--- config.mk ---
export PLATFORM = sky130hd
export DESIGN_NAME = rss_reset_supervisor
export DESIGN_NICKNAME = d
export VERILOG_FILES = /design/src/logic/rss_pkg.sv /design/src/logic/rss_event_flags.sv /design/src/logic/rss_reset_supervisor.sv
export VERILOG_INCLUDE_DIRS = /design/src /design/src/logic
export SDC_FILE = /design/constraint.sdc
export NUM_CORES = 1
export LEC_CHECK = 0
export BUFFER_PORTS_ARGS = -buffer_cell sky130_fd_sc_hd__clkbuf_2
export CAP_MARGIN = 20
export CORE_MARGIN = 2
export CORE_UTILIZATION = 43
export CTS_CLUSTER_DIAMETER = 40
export DETAILED_ROUTE_END_ITERATION = 8
export PLACE_DENSITY = 0.84
export REMOVE_ABC_BUFFERS = 1
export SYNTH_ARGS = -nofsm -noshare
export SYNTH_HDL_FRONTEND = slang
export SYNTH_HIERARCHICAL = 1
export SYNTH_SLANG_ARGS = --single-unit
--- constraint.sdc ---
create_clock -name core_clk -period 1.7 [get_ports core_clk]
set_clock_uncertainty 0.15 [all_clocks]
set_input_delay 0.17 -clock core_clk [delete_from_list [all_inputs] [get_ports core_clk]]
set_output_delay 0.17 -clock core_clk [all_outputs]
set_load 0.01 [all_outputs]
--- src/logic/rss_params.svh ---
// offsets, field positions, reset values of the reset supervisor
`ifndef RSS_PARAMS_SVH
`define RSS_PARAMS_SVH

`define RSS_OFS_CLK_MON_MODE   8'h00
`define RSS_OFS_RESET_CAUSE    8'h04
`define RSS_OFS_DET_CONTROL    8'h08
`define RSS_OFS_DET_LEVEL      8'h0C
`define RSS_OFS_IRQ_STATUS     8'h10
`define RSS_OFS_IRQ_CLEAR      8'h14
`define RSS_OFS_IRQ_ENABLE     8'h18

`define RSS_BIT_CM_ENABLE      0
`define RSS_BIT_CAUSE_LVD      0
`define RSS_BIT_CAUSE_CM       1
`define RSS_BIT_CAUSE_WDT      4
`define RSS_BIT_DET_FLAG       0
`define RSS_BIT_DET_MODE       1
`define RSS_BIT_DET_ON         7
`define RSS_LEVEL_W            4

`define RSS_EVT_W              3
`define RSS_EVT_CM_RESET       0
`define RSS_EVT_LVD_RESET      1
`define RSS_EVT_LVD_IRQ        2

`define RSS_RST_CAUSE          8'h00
`define RSS_RST_LEVEL          4'h0

`endif

--- src/logic/rss_pkg.sv ---
// types of the reset supervisor
package rss_pkg;

	typedef struct packed {
		logic        cmEnable;
		logic [7:0]  cause;
		logic        voltage_detector_on;
		logic        lviMode;
		logic [3:0]  level;
		logic        detPrev;
		logic        ack;
		logic [31:0] rdata;
		logic        intReset;
	} rss_state_t;

	typedef struct packed {
		logic [2:0] status;
		logic [2:0] enable;
	} rss_flags_t;

endpackage

--- src/logic/rss_event_flags.sv ---
// sticky event flags with enable, clear and one level interrupt
`timescale 1ns/10ps
`default_nettype none
`include "rss_params.svh"

module rss_event_flags (
	input  wire logic                  core_clk,
	input  wire logic                  resetn,
	input  wire logic                  syncClear,
	input  wire logic [`RSS_EVT_W-1:0] eventIn,
	input  wire logic [`RSS_EVT_W-1:0] clearMask,
	input  wire logic                  enableWrite,
	input  wire logic [`RSS_EVT_W-1:0] enableData,
	output logic      [`RSS_EVT_W-1:0] status,
	output logic      [`RSS_EVT_W-1:0] enable,
	output logic                       irq
);

	rss_pkg::rss_flags_t state_q;
	rss_pkg::rss_flags_t state_d;

	always_comb begin
		state_d = state_q;
		// set wins over a clear in the same cycle
		state_d.status = (state_q.status & ~clearMask) | eventIn;
		if (enableWrite) begin
			state_d.enable = enableData;
		end
		if (syncClear) begin
			state_d.status = '0;
			state_d.enable = '0;
		end
	end

	always_ff @(posedge core_clk or negedge resetn) begin
		if (!resetn) begin
			state_q <= '0;
		end else begin
			state_q <= state_d;
		end
	end

	assign status = state_q.status;
	assign enable = state_q.enable;
	assign irq    = |(state_q.status & state_q.enable);

endmodule
`default_nettype wire

--- src/logic/rss_reset_supervisor.sv ---
// reset-source supervisor with avalon-mm register slave
`timescale 1ns/10ps
`default_nettype none
`include "rss_params.svh"

module rss_reset_supervisor (
	input  wire logic        core_clk,
	input  wire logic        resetn,
	input  wire logic [7:0]  avs_address,
	input  wire logic        avs_read,
	input  wire logic        avs_write,
	input  wire logic [31:0] avs_writedata,
	input  wire logic [3:0]  avs_byteenable,
	output logic      [31:0] avs_readdata,
	output logic             avs_waitrequest,
	input  wire logic        powerOnClearReq,
	input  wire logic        clockMonitorFail,
	input  wire logic        watchdogResetReq,
	input  wire logic        lowVoltageSense,
	output logic             detectorEnable,
	output logic      [3:0]  detectLevel,
	output logic             internalResetOut,
	output logic             irq
);

	rss_pkg::rss_state_t st_q;
	rss_pkg::rss_state_t st_d;

	logic                  req;
	logic                  capture;
	logic                  commit;
	logic                  wrLow;
	logic                  lviEvt;
	logic                  cmEvt;
	logic                  lviRst;
	logic [`RSS_EVT_W-1:0] events;
	logic [`RSS_EVT_W-1:0] irqStatus;
	logic [`RSS_EVT_W-1:0] irqEnable;
	logic [`RSS_EVT_W-1:0] irqClear;
	logic                  irqEnWrite;
	logic [31:0]           rdMux;
	logic [7:0]            causeRead;
	logic                  selClkMon;
	logic                  selCause;
	logic                  selDetCtl;
	logic                  selLevel;
	logic                  selStatus;
	logic                  selClear;
	logic                  selEnable;

	// one wait state: data is registered before the bus may sample it
	assign req     = avs_read | avs_write;
	assign capture = req & ~st_q.ack;
	assign commit  = req & st_q.ack;
	assign wrLow   = commit & avs_write & avs_byteenable[0];
	assign avs_waitrequest = req & ~st_q.ack;

	// one decode shared by read and write paths, so both agree on holes
	always_comb begin
		selClkMon = 1'b0;
		selCause  = 1'b0;
		selDetCtl = 1'b0;
		selLevel  = 1'b0;
		selStatus = 1'b0;
		selClear  = 1'b0;
		selEnable = 1'b0;
		if (avs_address == `RSS_OFS_CLK_MON_MODE) begin
			selClkMon = 1'b1;
		end else if (avs_address == `RSS_OFS_RESET_CAUSE) begin
			selCause = 1'b1;
		end else if (avs_address == `RSS_OFS_DET_CONTROL) begin
			selDetCtl = 1'b1;
		end else if (avs_address == `RSS_OFS_DET_LEVEL) begin
			selLevel = 1'b1;
		end else if (avs_address == `RSS_OFS_IRQ_STATUS) begin
			selStatus = 1'b1;
		end else if (avs_address == `RSS_OFS_IRQ_CLEAR) begin
			selClear = 1'b1;
		end else if (avs_address == `RSS_OFS_IRQ_ENABLE) begin
			selEnable = 1'b1;
		end
	end

	assign lviEvt = st_q.voltage_detector_on & lowVoltageSense & ~st_q.detPrev;
	assign cmEvt  = st_q.cmEnable & clockMonitorFail;
	assign lviRst = lviEvt & st_q.lviMode;

	always_comb begin
		events = '0;
		events[`RSS_EVT_CM_RESET]  = cmEvt;
		events[`RSS_EVT_LVD_RESET] = lviRst;
		events[`RSS_EVT_LVD_IRQ]   = lviEvt & ~st_q.lviMode;
	end

	assign irqEnWrite = wrLow && selEnable;

	always_comb begin
		irqClear = '0;
		if (wrLow && selClear) begin
			irqClear = avs_writedata[`RSS_EVT_W-1:0];
		end
	end

	// read mux; reserved bits read zero
	always_comb begin
		rdMux = 32'h0000_0000;
		if (selClkMon) begin
			rdMux[`RSS_BIT_CM_ENABLE] = st_q.cmEnable;
		end else if (selCause) begin
			rdMux[7:0] = st_q.cause;
		end else if (selDetCtl) begin
			rdMux[`RSS_BIT_DET_ON]   = st_q.voltage_detector_on;
			rdMux[`RSS_BIT_DET_MODE] = st_q.lviMode;
			rdMux[`RSS_BIT_DET_FLAG] = st_q.detPrev;
		end else if (selLevel) begin
			rdMux[`RSS_LEVEL_W-1:0] = st_q.level;
		end else if (selStatus) begin
			rdMux[`RSS_EVT_W-1:0] = irqStatus;
		end else if (selEnable) begin
			rdMux[`RSS_EVT_W-1:0] = irqEnable;
		end else begin
			rdMux = 32'h0000_0000;
		end
	end

	// a read empties the cause register, so bit reads would lose flags
	always_comb begin
		causeRead = st_q.cause;
		if (capture && avs_read && selCause) begin
			causeRead = `RSS_RST_CAUSE;
		end
	end

	always_comb begin
		st_d          = st_q;
		st_d.intReset = 1'b0;
		st_d.ack      = capture;
		st_d.cause    = causeRead;
		if (capture) begin
			st_d.rdata = avs_read ? rdMux : 32'h0000_0000;
		end
		if (wrLow) begin
			if (selClkMon) begin
				st_d.cmEnable = st_q.cmEnable | avs_writedata[`RSS_BIT_CM_ENABLE];
			end else if (selDetCtl) begin
				st_d.voltage_detector_on   = avs_writedata[`RSS_BIT_DET_ON];
				st_d.lviMode = avs_writedata[`RSS_BIT_DET_MODE];
			end else if (selLevel) begin
				st_d.level = avs_writedata[`RSS_LEVEL_W-1:0];
			end
		end
		st_d.detPrev = st_q.voltage_detector_on & lowVoltageSense;
		if (!st_d.voltage_detector_on) begin
			st_d.detPrev = 1'b0;
		end
		// set of a cause wins over the read-clear above
		if (cmEvt || lviRst || watchdogResetReq) begin
			st_d.cmEnable = 1'b0;
			st_d.intReset = 1'b1;
			st_d.voltage_detector_on   = st_d.voltage_detector_on;
			st_d.lviMode = st_d.lviMode;
			st_d.level   = st_d.level;
		end
		if (cmEvt) begin
			st_d.cause[`RSS_BIT_CAUSE_CM] = 1'b1;
		end
		if (lviRst) begin
			st_d.cause[`RSS_BIT_CAUSE_LVD] = 1'b1;
		end
		if (watchdogResetReq) begin
			st_d.cause[`RSS_BIT_CAUSE_WDT] = 1'b1;
		end
		if (powerOnClearReq) begin
			st_d.cause    = `RSS_RST_CAUSE;
			st_d.cmEnable = 1'b0;
			st_d.voltage_detector_on    = 1'b0;
			st_d.lviMode  = 1'b0;
			st_d.level    = `RSS_RST_LEVEL;
			st_d.detPrev  = 1'b0;
			st_d.intReset = 1'b1;
		end
	end

	always_ff @(posedge core_clk or negedge resetn) begin
		if (!resetn) begin
			st_q       <= '0;
			st_q.cause <= `RSS_RST_CAUSE;
			st_q.level <= `RSS_RST_LEVEL;
		end else begin
			st_q <= st_d;
		end
	end

	rss_event_flags u_flags (
		.core_clk    (core_clk),
		.resetn      (resetn),
		.syncClear   (powerOnClearReq),
		.eventIn     (events),
		.clearMask   (irqClear),
		.enableWrite (irqEnWrite),
		.enableData  (avs_writedata[`RSS_EVT_W-1:0]),
		.status      (irqStatus),
		.enable      (irqEnable),
		.irq         (irq)
	);

	assign avs_readdata     = st_q.rdata;
	assign detectorEnable   = st_q.voltage_detector_on;
	assign detectLevel      = st_q.level;
	assign internalResetOut = st_q.intReset;

endmodule
`default_nettype wire

# [Word level (Yosys, flattened, before mapping)]
# Index checks and enable logic that the tools add are counted.
[op_classes] n_mux=57 bitwise_logic=18 reduce_logical=21 eq_ne=8
[ops] op="1-bit 2-to-1 mux" count=39
[ops] op="32-bit 2-to-1 mux" count=1
[ops] op="8-bit by 5-bit == test with 1-bit output (second input constant)" count=3
[ops] op="6-bit 2-to-1 mux" count=3
[ops] op="8-bit by 4-bit == test with 1-bit output (second input constant)" count=2
[ops] op="16-bit 2-to-1 mux" count=1
[ops] op="8-bit 2-to-1 mux" count=2
[ops] op="3-bit nonzero test" count=5
[ops] op="3-bit 2-to-1 mux" count=4
[ops] op="4-bit 2-to-1 mux" count=3
[ops] op="2-bit nonzero test" count=5
[ops] op="1-bit AND" count=9
[ops] op="8-bit by 3-bit == test with 1-bit output (second input constant)" count=1
[ops] op="8-bit logical NOT" count=1
[ops] op="7-bit 2-to-1 mux" count=1
[ops] op="3-bit AND" count=2
[ops] op="2-bit 2-to-1 mux" count=3
[ops] op="1-bit logical AND" count=4
[ops] op="2-bit inequality test (second input constant)" count=2
[ops] op="4-bit AND reduction" count=1
[ops] op="1-bit NOT" count=3
[ops] op="3-bit NOT" count=1
[ops] op="3-bit bitwise OR" count=1
[ops] op="3-bit AND reduction" count=1
[ops] op="4 further kinds" count=6
[totals] out_inout_bits=40 reg_bits=56

# [Longest topological paths before layout]
# Gate-level depths: netlist (run 1).
[depth] ltp_word=15 mapped_depth=6 ltp_nobuf=6

# [Modules after synthesis]
# Netlist (run 1), hierarchy kept.
[modules_own_cells] module="rss_reset_supervisor" cells_each=143 n_inst=1 area_per_inst_um2=1306.3
[modules_own_cells] module="rss_event_flags" cells_each=23 n_inst=1 area_per_inst_um2=250.2

# [Worst setup path after synthesis (run 1)]
# No wires, ideal clock.
[synth_timing] path_kind="in2reg" start="in avs_address[7]" end="reg st_q (netlist bit avs_readdata[3])" path_stages=5 setup_slack_ns=-0.188 arrival_time_ns=1.671 cell_sequence="or4_4 or4b_4 buf_6 nor3b_4 a32o_2"
[synth_between] elab_chain_cells=10 elab_cells_between_ends=19
[synth_rtl] item="start, declared" line="rss_reset_supervisor.sv:9" rtl="input wire logic [7:0] avs_address,"
[synth_rtl] item="8-bit by 4-bit == test with 1-bit output (no source line)"
[synth_rtl] item="1-bit 2-to-1 mux" line="rss_reset_supervisor.sv:73" rtl="end else if (avs_address == `RSS_OFS_DET_LEVEL) begin"
[synth_rtl] item="1-bit 2-to-1 mux" line="rss_reset_supervisor.sv:71" rtl="end else if (avs_address == `RSS_OFS_DET_CONTROL) begin"
[synth_rtl] item="1-bit 2-to-1 mux" line="rss_reset_supervisor.sv:69" rtl="end else if (avs_address == `RSS_OFS_RESET_CAUSE) begin"
[synth_rtl] item="1-bit 2-to-1 mux" line="rss_reset_supervisor.sv:67" rtl="if (avs_address == `RSS_OFS_CLK_MON_MODE) begin"
[synth_rtl] item="4-bit 2-to-1 mux" line="rss_reset_supervisor.sv:115" rtl="end else if (selLevel) begin"
[synth_rtl] item="2-bit 2-to-1 mux" line="rss_reset_supervisor.sv:111" rtl="end else if (selDetCtl) begin"
[synth_rtl] item="8-bit 2-to-1 mux" line="rss_reset_supervisor.sv:109" rtl="end else if (selCause) begin"
[synth_rtl] item="7-bit 2-to-1 mux (*)" line="rss_reset_supervisor.sv:107" rtl="if (selClkMon) begin"
[synth_rtl] item="32-bit 2-to-1 mux (*)" line="rss_reset_supervisor.sv:140" rtl="st_d.rdata = avs_read ? rdMux : 32'h0000_0000;"
[synth_rtl] item="end signal, assigned" line="rss_reset_supervisor.sv:190" rtl="st_q <= st_d;"
[synth_rtl] item="end, declared" line="rss_reset_supervisor.sv:26" rtl="rss_pkg::rss_state_t st_q;"
# Mark *: on every way between the ends. The rest lies on a longest branch, timed or not.
# A chain may end at the register's enable or synchronous reset.

# [Worst setup path in the final report (run 1)]
[layout_timing] start="in avs_address[7]" end="reg st_q (netlist bit avs_readdata[7])"
[layout_between] elab_chain_cells=8 elab_cells_between_ends=13
[layout_rtl] item="8-bit by 4-bit == test with 1-bit output (no source line)"
[layout_rtl] item="1-bit 2-to-1 mux" line="rss_reset_supervisor.sv:71"
[layout_rtl] item="1-bit 2-to-1 mux" line="rss_reset_supervisor.sv:69"
[layout_rtl] item="1-bit 2-to-1 mux" line="rss_reset_supervisor.sv:67"
[layout_rtl] item="1-bit 2-to-1 mux" line="rss_reset_supervisor.sv:111"
[layout_rtl] item="8-bit 2-to-1 mux" line="rss_reset_supervisor.sv:109"
[layout_rtl] item="7-bit 2-to-1 mux (*)" line="rss_reset_supervisor.sv:107"
[layout_rtl] item="32-bit 2-to-1 mux (*)" line="rss_reset_supervisor.sv:140"
# Marks and branches as above.

==> results of run 1 <==
-- Yosys cell counts (3+ instances only) --
cell type,instances
and2_1,3
nor2_1,15
dfrtp_1,25
mux2i_1,10
nand2b_1,3
nand2_1,10
o21ai_0,6
clkbuf_1,3
inv_1,11
buf_4,37
a21oi_1,8
-- kinds of logic after synthesis --
logic type,share of synthesized area [%]
other,0.241
DFF,40.2
buffers and inverters,21.9
muxes,6.43
and+or+nand+nor,18.2
AOI/OAI and AO/OA,12.9
-- state kept, by name, summed over array words and instances (netlist names) --
register          count
detectorEnable        1
detectLevel           4
internalResetOut      1
u_flags/status        3
avs_readdata          6
st_q                  7
u_flags/enable        3
-- metrics by stage --
step	setup slack, ps	total power [mW]	setup TNS [ps]
final	39.6	1.03	0
after global routing	-63.3	1.10	-216
after CTS	20.9	1.04	0
after detailed placement	-285	0.759	-3960
after global placement	-272	0.757	-3650
after floorplan	-136	0.675	-1110
-- area by class of cell --
class	instances	area (sq um)
Tap cell	46	57.6
Timing Repair Buffer	56	355
Inverter	11	41.3
Multi-Input combinational cell	114	702
Fill cell	316	1610
Sequential cell	25	626
Clock buffer	4	26.3
-- worst paths after layout --
kind	startpoint	endpoint
max in group asynchronous	resetn	avs_readdata[7]$_DFFE_PN0P_
worst max register to register	st_q[33]$_DFF_PN0_	avs_readdata[7]$_DFFE_PN0P_
worst min register to register	avs_readdata[1]$_DFFE_PN0P_	avs_readdata[1]$_DFFE_PN0P_
worst min-delay path	avs_writedata[0]	detectLevel[0]$_DFFE_PN0P_
min in group asynchronous	resetn	avs_readdata[2]$_DFFE_PN0P_
worst max-delay path	avs_address[7]	avs_readdata[7]$_DFFE_PN0P_
-- critical path, cell delays in order --
cell	delay, ps
clkbuf_2	90
or4_4	560
or4b_4	570
nor3b_4	210
a32o_2	180
-- routing by layer --
metal	vias to the layer above	global-route usage, %
met2	58	26.8
met5	-	0
li1	593	-
met1	567	21.8
met3	5	2.46
met4	0	5.59
-- where the power goes --
| part | total [mW] | internal (mW) | switching [mW] | leakage (nW) |
|---|---|---|---|---|
| Clock | 0.262 | 0.0920 | 0.170 | 0.0150 |
| Combinational | 0.164 | 0.0620 | 0.102 | 0.566 |
| Sequential | 0.605 | 0.600 | 0.00464 | 0.342 |
| Total | 1.03 | 0.754 | 0.276 | 0.923 |
-- what timing repair did --
| action | 4_1_cts | 5_1_grt |
|---|---|---|
| resized for setup | 0 | 5 |
| hold endpoints to repair | 35 | 0 |
| hold buffers | 9 | 0 |
| buffers inserted | 0 | 1 |
| setup endpoints to repair | 0 | 11 |
==> impl_metrics.env, run 1 <==
export IMPL_fin_crit_sh_pct=97.7
export IMPL_dr_wl_met3_um=231
export IMPL_path_clk_slew_ps=120
export IMPL_io_pins=92
export IMPL_worstHoldPathType="primary input to register"
export IMPL_yosys_top_cells_area="dfrtp_1 (40%), buf_4 (18%), mux2i_1 (6.4%), nor2_1 (3.6%), inv_1 (2.7%)"
export IMPL_critPathArrivalTime_ps=1780
export IMPL_grt_max_degree=26
export IMPL_routedWlPerCell_um=12.5
export IMPL_wl_met2_um=1490
export IMPL_diodes=0
export IMPL_yosys_area_top_type="dfrtp_1"
export IMPL_ys_seq_elements=25
export IMPL_die_h_um=64.2
export IMPL_syn_cell_area_sq_um=1560
export IMPL_finish_utilization_pct=52.9
export IMPL_die_area_sq_um=4120
export IMPL_routed_wl_um=3190
export IMPL_synth_top_area_share_pct=40.2
export IMPL_rr_worst_depth=3
export IMPL_synth_edf_count=0
export IMPL_status="completed"
export IMPL_rsz0062_at_grt="yes"
export IMPL_grt_pass1_wl_um=5260
export IMPL_syn_to_final_growth_pct=16.2
export IMPL_die_x_um=64.2
export IMPL_synth_cells=166
export IMPL_numCtsBuffers=3
export IMPL_ys_types=41
export IMPL_setup_viol=0
export IMPL_placed_cell_area_sq_um=1670
export IMPL_core_sq_um=3420
export IMPL_std_cell_rows=21
export IMPL_ff2ff_setup_slack_ps=50
export IMPL_gp_congestion=0.837
export IMPL_remaining_drc_errors=0
export IMPL_detail_route_first_pass_iterations=4
export IMPL_cts_tree="done"
export IMPL_vias=1223
export IMPL_slew_headroom_pct=59.5
export IMPL_final_cell_mix="clkbuf_2 (35), conb_1 (26), dfrtp_1 (25)"
export IMPL_overflow=0
export IMPL_ys_flop_type="dfrtp_1"
export IMPL_ir_worst_vdd_mv=0.300
export IMPL_finalHoldViolations=0
export IMPL_track_usage_pct=16.3
export IMPL_portBuffers=35
export IMPL_hpwlAfterDp_um=2430
export IMPL_grt_pass1_vias=1121
export IMPL_drtIter0Drc=57
export IMPL_worstSetupStartpointType="primary input"
export IMPL_stdcell_area_sq_um=1810
export IMPL_htreeDepth=1
export IMPL_final_nets=263
export IMPL_p_per_area_nw_per_um2=570
export IMPL_antenna_found_initial=0
export IMPL_p_leak_nw=0.923
export IMPL_min_period_ps=1660
export IMPL_crit_fanout=9
export IMPL_required_ps=1820
export IMPL_maxSlewViolCount=0
export IMPL_cap_violations=0
export IMPL_holdWs_ps=14.1
export IMPL_final_cells=256
export IMPL_ant_nets=0
export IMPL_cts_path_max_buffers=2
export IMPL_wl_met1_um=1410
export IMPL_dp_cells=242
export IMPL_synthArstFlopShare_pct=100
export IMPL_root_buffer="clkbuf_4"
export IMPL_fmax_mhz=602
export IMPL_vias_per_cell=4.78
export IMPL_min_path_cells=3
export IMPL_routed_top_layer="met4"
export IMPL_layout_commonest_cell="clkbuf_2"
export IMPL_worstSetupEndpointType="register"
export IMPL_tightest_slew_ps=607
export IMPL_path_class="primary input to register"
export IMPL_clkSinkCount=25
export IMPL_clkLatencyLatePin_ps=320
export IMPL_start_util_pct=45.6
export IMPL_yosys_warnings=6
export IMPL_final_layout_size_suffix_gt1_share_pct=29.0
export IMPL_synth_area_per_cell_sq_um=9.38
export IMPL_ys_seq_area_share_pct=40.2
Note: power is estimated with default switching activity, not from simulation.
==> inputs of run 2 (changes only) <==
CORE_UTILIZATION = 39   (was 43)
PLACE_DENSITY = 0.81   (was 0.84)
RECOVER_POWER = 25   (was not set)
clock period = 1.4 ns   (was 1.7 ns; I/O delays follow)
==> impl_metrics.env, run 2 (synthesized netlist as in run 1, its figures left out) <==
export IMPL_htreeDepth=1
export IMPL_cts_tree="done"
export IMPL_clkSinkCount=25
export IMPL_antenna_found_initial=0
export IMPL_p_per_area_nw_per_um2=679
export IMPL_vias_per_cell=4.96
export IMPL_rr_worst_depth=8
export IMPL_crit_fanout=5
export IMPL_status="finished, violations left"
export IMPL_fmax_mhz=573
export IMPL_rsz0062_at_grt="yes"
export IMPL_holdWs_ps=-20.0
export IMPL_fin_crit_sh_pct=125
export IMPL_core_sq_um=3740
export IMPL_p_total_mw=1.41
export IMPL_root_buffer="clkbuf_8"
export IMPL_r2r_start="st_q[33]$_DFF_PN0_"
export IMPL_min_period_ps=1750
export IMPL_final_cell_mix="clkbuf_2 (32), conb_1 (26), dfrtp_1 (24)"
export IMPL_ant_nets=0
export IMPL_tightest_slew_ps=630
export IMPL_diodes=0
export IMPL_cts_path_max_buffers=2
export IMPL_finalHoldViolations=2
export IMPL_syn_to_final_growth_pct=33.8
export IMPL_die_area_sq_um=4510
export IMPL_io_pins=92
export IMPL_critPathTopFamily="simple AND/OR/NAND/NOR gates"
export IMPL_setup_ws_ps=-346
export IMPL_die_x_um=67.2
export IMPL_critical_path_slowest_cell="or4_4"
export IMPL_remaining_drc_errors=0
export IMPL_track_usage_pct=17.7
export IMPL_routedWlPerCell_um=14.4
export IMPL_grt_pass1_vias=1286
export IMPL_critPathArrivalTime_ps=1760
export IMPL_overflow=0
export IMPL_min_delay_start="powerOnClearReq"
export IMPL_die_h_um=67.2
export IMPL_critPathBufInv=3
export IMPL_critical_path_max_stage_delay_ps=580
export IMPL_hpwlAfterDp_um=2510
export IMPL_routed_wl_um=3880
export IMPL_slew_headroom_pct=58.0
export IMPL_p_leak_nw=1.03
export IMPL_cap_violations=0
export IMPL_setup_viol=23
export IMPL_worstSetupStartpointType="primary input"
export IMPL_dp_cells=250
export IMPL_final_cells=270
export IMPL_largest_reg_flops=7
export IMPL_numCtsBuffers=3
export IMPL_final_nets=275
export IMPL_clkLatencyLatePin_ps=270
export IMPL_vias=1340
export IMPL_required_ps=1410
export IMPL_ir_worst_vdd_mv=0.458
export IMPL_std_cell_rows=22
export IMPL_min_path_cells=2
export IMPL_regMostFlops="st_q"
export IMPL_portBuffers=35
export IMPL_worstHoldPathType="primary input to register"
export IMPL_detail_route_first_pass_iterations=4
export IMPL_grt_max_degree=26
export IMPL_worst_path_most_repeated_cell="buf_6"
export IMPL_rr_endpoint="u_flags/enable[1]$_DFFE_PN0P_"
export IMPL_grt_pass1_wl_um=6000
export IMPL_cp_cell_sequence="buf_6 -> or4_4 -> nor3_4 -> buf_6 -> nand2_4 -> nor2_4 -> buf_6 -> mux2i_2 -> nor2_1"
export IMPL_gp_congestion=0.897
export IMPL_worst_hold_path_endpoint="internalResetOut$_DFF_PN0_"
export IMPL_start_util_pct=41.6
export IMPL_worstSetupEndpointType="register"
export IMPL_path_class="primary input to register"
export IMPL_drtIter0Drc=81
export IMPL_maxSlewViolCount=0
export IMPL_layout_commonest_cell="clkbuf_2"
export IMPL_ff2ff_setup_slack_ps=-290
export IMPL_final_layout_size_suffix_gt1_share_pct=43.7
export IMPL_violations="negative hold slack, negative setup slack"
export IMPL_path_clk_slew_ps=90
[run 2: cell types whose count changed in the layout (fill, tap and decap cells not counted), sizes merged]
cell / change
clkbuf: -2
dlygate4sd3: -4
buf: +17
or4b: +1
[run 2: repair_timing]
item                                   CTS  global route
endpoints found under the hold margin   31             0
setup buffers                            8             2
gates cloned                             1             0
resized for setup                       20            26
hold buffers                             5             0
setup endpoints to repair               22            25
pin swaps                               18            14
[run 2: report_power, final]
| part | internal (mW) | switching, mW |
|---|---|---|
| Sequential | 0.729 | 0.00945 |
| Combinational | 0.106 | 0.150 |
| Clock | 0.203 | 0.217 |
[run 2: worst max path at each step]
stage                        start                             to  cells after the start
floorplan           avs_address[7]    avs_readdata[3]$_DFFE_PN0P_                      4
global placement    avs_address[7]  u_flags/enable[2]$_DFFE_PN0P_                      9
detailed placement  avs_address[7]  u_flags/enable[1]$_DFFE_PN0P_                      9
CTS                 avs_address[7]    avs_readdata[3]$_DFFE_PN0P_                      5
global route        avs_address[7]  u_flags/enable[1]$_DFFE_PN0P_                      9
finish              avs_address[7]  u_flags/enable[1]$_DFFE_PN0P_                      9
[run 2: cell type report]
cell class                      instances  area [sq um]
Tap cell                               48          60.1
Timing Repair Buffer                   67           458
Fill cell                             320          1660
Clock buffer                            4          45.0
Sequential cell                        25           627
Inverter                               11          41.3
Multi-Input combinational cell        115           852
[run 2: layer usage]
metal | share of wire [%] | vias to the layer above | routed length (um) | global-route usage (%)
li1 | - | 626 | - | -
met1 | 42 | 656 | 1640 | 23.4
met2 | 50 | 52 | 1950 | 29.8
met3 | 6.4 | 6 | 249 | 3.83
met4 | 1.0 | 0 | 40 | 3.83
met5 | 0 | - | 0 | 0
[run 2: per-stage QoR]
stage	TNS, ps	utilization, %	area, sq um	setup WS (ps)
final	-4620	55.6	2080	-346
after global routing	-5750	55.6	2080	-391
after CTS	-3980	52.3	1960	-278
after detailed placement	-9300	45.8	1710	-615
after global placement	-8930	45.8	1710	-575
after floorplan	-5850	-	1350	-406
[run 2: worst register-to-register path: cells and delay by family (launching register included)]
| family | cells | cell delay [ps] |
|---|---|---|
| muxes | 1 | 220 |
| DFF | 1 | 440 |
| and+or+nand+nor | 5 | 510 |
| buffers and inverters | 2 | 260 |
==> inputs of run 3 (changes only) <==
BUFFER_PORTS_ARGS = -buffer_cell sky130_fd_sc_hd__buf_2   (was -buffer_cell sky130_fd_sc_hd__clkbuf_2)
CORE_UTILIZATION = 44   (was 39)
PLACE_DENSITY = 0.86   (was 0.81)
SYNTH_HIERARCHICAL = not set   (was 1)
clock period = 2.2 ns   (was 1.4 ns; I/O delays follow)
==> impl_metrics.env, run 3 <==
export IMPL_path_clk_slew_ps=130
export IMPL_ys_seq_elements=25
export IMPL_synth_top_area_share_pct=39.7
export IMPL_ant_nets=0
export IMPL_critPathArrivalTime_ps=1320
export IMPL_critPathTopFamily="flip-flops"
export IMPL_critical_path_slowest_cell="dfrtp_1"
export IMPL_drtIter0Drc=64
export IMPL_syn_to_final_growth_pct=8.56
export IMPL_yosys_top_cells_area="dfrtp_1 (40%), buf_4 (17%), mux2i_1 (7.0%), nor2_1 (3.1%), nand2_1 (2.6%)"
export IMPL_critical_path_max_stage_delay_ps=420
export IMPL_rsz0062_at_grt="no"
export IMPL_final_layout_size_suffix_gt1_share_pct=24.9
export IMPL_min_period_ps=1690
export IMPL_grt_max_degree=26
export IMPL_slew_headroom_pct=7.36
export IMPL_gp_congestion=0.839
export IMPL_start_util_pct=46.5
export IMPL_cts_path_max_buffers=2
export IMPL_synthArstFlopShare_pct=100
export IMPL_routedWlPerCell_um=13.5
export IMPL_ir_worst_vdd_mv=0.220
export IMPL_remaining_drc_errors=0
export IMPL_antenna_found_initial=0
export IMPL_core_sq_um=3390
export IMPL_overflow=0
export IMPL_numCtsBuffers=3
export IMPL_vias=1197
export IMPL_grt_pass1_vias=1124
export IMPL_cap_violations=0
export IMPL_final_nets=246
export IMPL_syn_cell_area_sq_um=1580
export IMPL_holdWs_ps=21.1
export IMPL_fin_crit_sh_pct=77.0
export IMPL_path_class="register to output port"
export IMPL_htreeDepth=1
export IMPL_diodes=0
export IMPL_track_usage_pct=16.6
export IMPL_p_per_area_nw_per_um2=463
export IMPL_setup_tns_ps=0
export IMPL_vias_per_cell=5.01
export IMPL_synth_area_per_cell_sq_um=9.74
export IMPL_clkLatencyLatePin_ps=330
export IMPL_synth_edf_count=0
export IMPL_fmax_mhz=590
export IMPL_cts_hold_fix_buffers=7
export IMPL_critPathBufInv=2
export IMPL_grt_pass1_wl_um=5250
export IMPL_finalHoldViolations=0
export IMPL_cts_tree="done"
export IMPL_regMostFlops="st_q"
export IMPL_cts_resized_gates=0
export IMPL_ys_flop_type="dfrtp_1"
export IMPL_largest_reg_flops=7
export IMPL_ys_seq_area_share_pct=39.7
export IMPL_detail_route_first_pass_iterations=4
export IMPL_synth_most_common_cell="buf_4"
export IMPL_ff2ff_setup_slack_ps=560
export IMPL_layout_commonest_cell="buf_2"
export IMPL_setup_viol=0
export IMPL_crit_fanout=3
export IMPL_maxSlewViolCount=0
export IMPL_hpwlAfterDp_um=2470
export IMPL_final_cell_mix="buf_2 (34), conb_1 (26), dfrtp_1 (25)"
export IMPL_die_h_um=63.9
export IMPL_cts_setup_buffers=0
export IMPL_tightest_slew_ps=1390
export IMPL_worstSetupEndpointType="output port"
export IMPL_required_ps=1830
export IMPL_yosys_warnings=0
export IMPL_p_leak_nw=0.906
export IMPL_io_pins=92
export IMPL_yosys_area_top_type="dfrtp_1"
export IMPL_worstHoldPathType="primary input to register"
export IMPL_clkSinkCount=25
export IMPL_die_area_sq_um=4080
export IMPL_status="completed"
export IMPL_synth_cells=162
export IMPL_die_x_um=63.9
export IMPL_root_buffer="clkbuf_4"
export IMPL_std_cell_rows=21
export IMPL_portBuffers=35
export IMPL_cp_cell_sequence="a222oi_1 -> inv_1 -> buf_2"
export IMPL_routed_wl_um=3220
export IMPL_synth_common_cells="buf_4 (36), dfrtp_1 (25), nor2_1 (13), mux2i_1 (11), nand2_1 (11)"
export IMPL_ys_types=41
export IMPL_worstSetupStartpointType="register"
-- run 3: cell count changes after synthesis, sizes merged, moves of 3 or more --
cell    change
mux2        +3
nand2b      +3
o21ai       -3
o22ai       +3
inv         -6
a21oi       -4
a311oi      +3
nand4       +5
-- run 3: metrics by stage --
stage | std cells | util (%) | total power, mW | instance area [sq um] | setup slack, ps
final | 239 | 50.5 | 0.793 | 1710 | 505
after global routing | 239 | 50.5 | 0.827 | 1710 | 261
after CTS | 239 | 50.6 | 0.796 | 1710 | 500
after detailed placement | 228 | 47.7 | 0.582 | 1620 | 329
after global placement | 228 | 47.7 | 0.580 | 1620 | 393
after floorplan | 147 | - | 0.525 | 1380 | 696
-- run 3: layout make-up --
type / instances / area, sq um
repair buffers: 42 / 244
well taps: 46 / 57.6
multi-input cells: 117 / 739
clock buffers: 3 / 22.5
clock inverters: 1 / 5.00
fillers: 341 / 1680
inverters: 5 / 18.8
flip-flops and latches: 25 / 626
-- run 3: worst reg2reg max path: cells and delay by family (launching register included) --
family / cells / cell delay, ps
AO/OA/AOI/OAI: 1 / 110
AND/OR/NAND/NOR: 3 / 840
flip-flops: 1 / 440
-- run 3: metal layers --
metal  vias up  GRT usage, %  share of wire [%]
met4         0          5.71                1.4
li1        572             -                  -
met2        49          26.2                 47
met1       571          23.1                 46
met5         -             0                  0
met3         5          2.64                6.3
-- run 3: logic make-up (layout without fill, tap and decap cells) --
group,Yosys count,count (layout),synth area share (%)
and+or+nand+nor,55,55,21.2
buffers and inverters,45,51,19.4
DFF,25,25,39.7
AOI/OAI and AO/OA,22,22,10.4
muxes,14,14,9.12
other,1,26,0.238
-- run 3: path summary, 6_finish.rpt --
| kind | startpoint | end | cells past startpoint |
|---|---|---|---|
| worst max-delay path | u_flags.status[2]$_DFF_PN0_ | irq | 3 |
| worst min-delay path | clockMonitorFail | internalResetOut$_DFF_PN0_ | 2 |
| max in group asynchronous | resetn | avs_readdata[7]$_DFFE_PN0P_ | 2 |
| worst max register to register | st_q[33]$_DFF_PN0_ | st_q[45]$_DFFE_PN0P_ | 4 |
| worst min register to register | avs_readdata[3]$_DFFE_PN0P_ | avs_readdata[3]$_DFFE_PN0P_ | 2 |
| min in group asynchronous | resetn | u_flags.enable[2]$_DFFE_PN0P_ | 2 |
-- run 3: power breakdown --
part	switching [mW]	leakage [nW]	total (mW)	internal, mW
logic	0.0778	0.546	0.115	0.0376
clock network	0.141	0.0177	0.209	0.0684
registers	0.00358	0.342	0.468	0.464
total	0.222	0.906	0.793	0.570
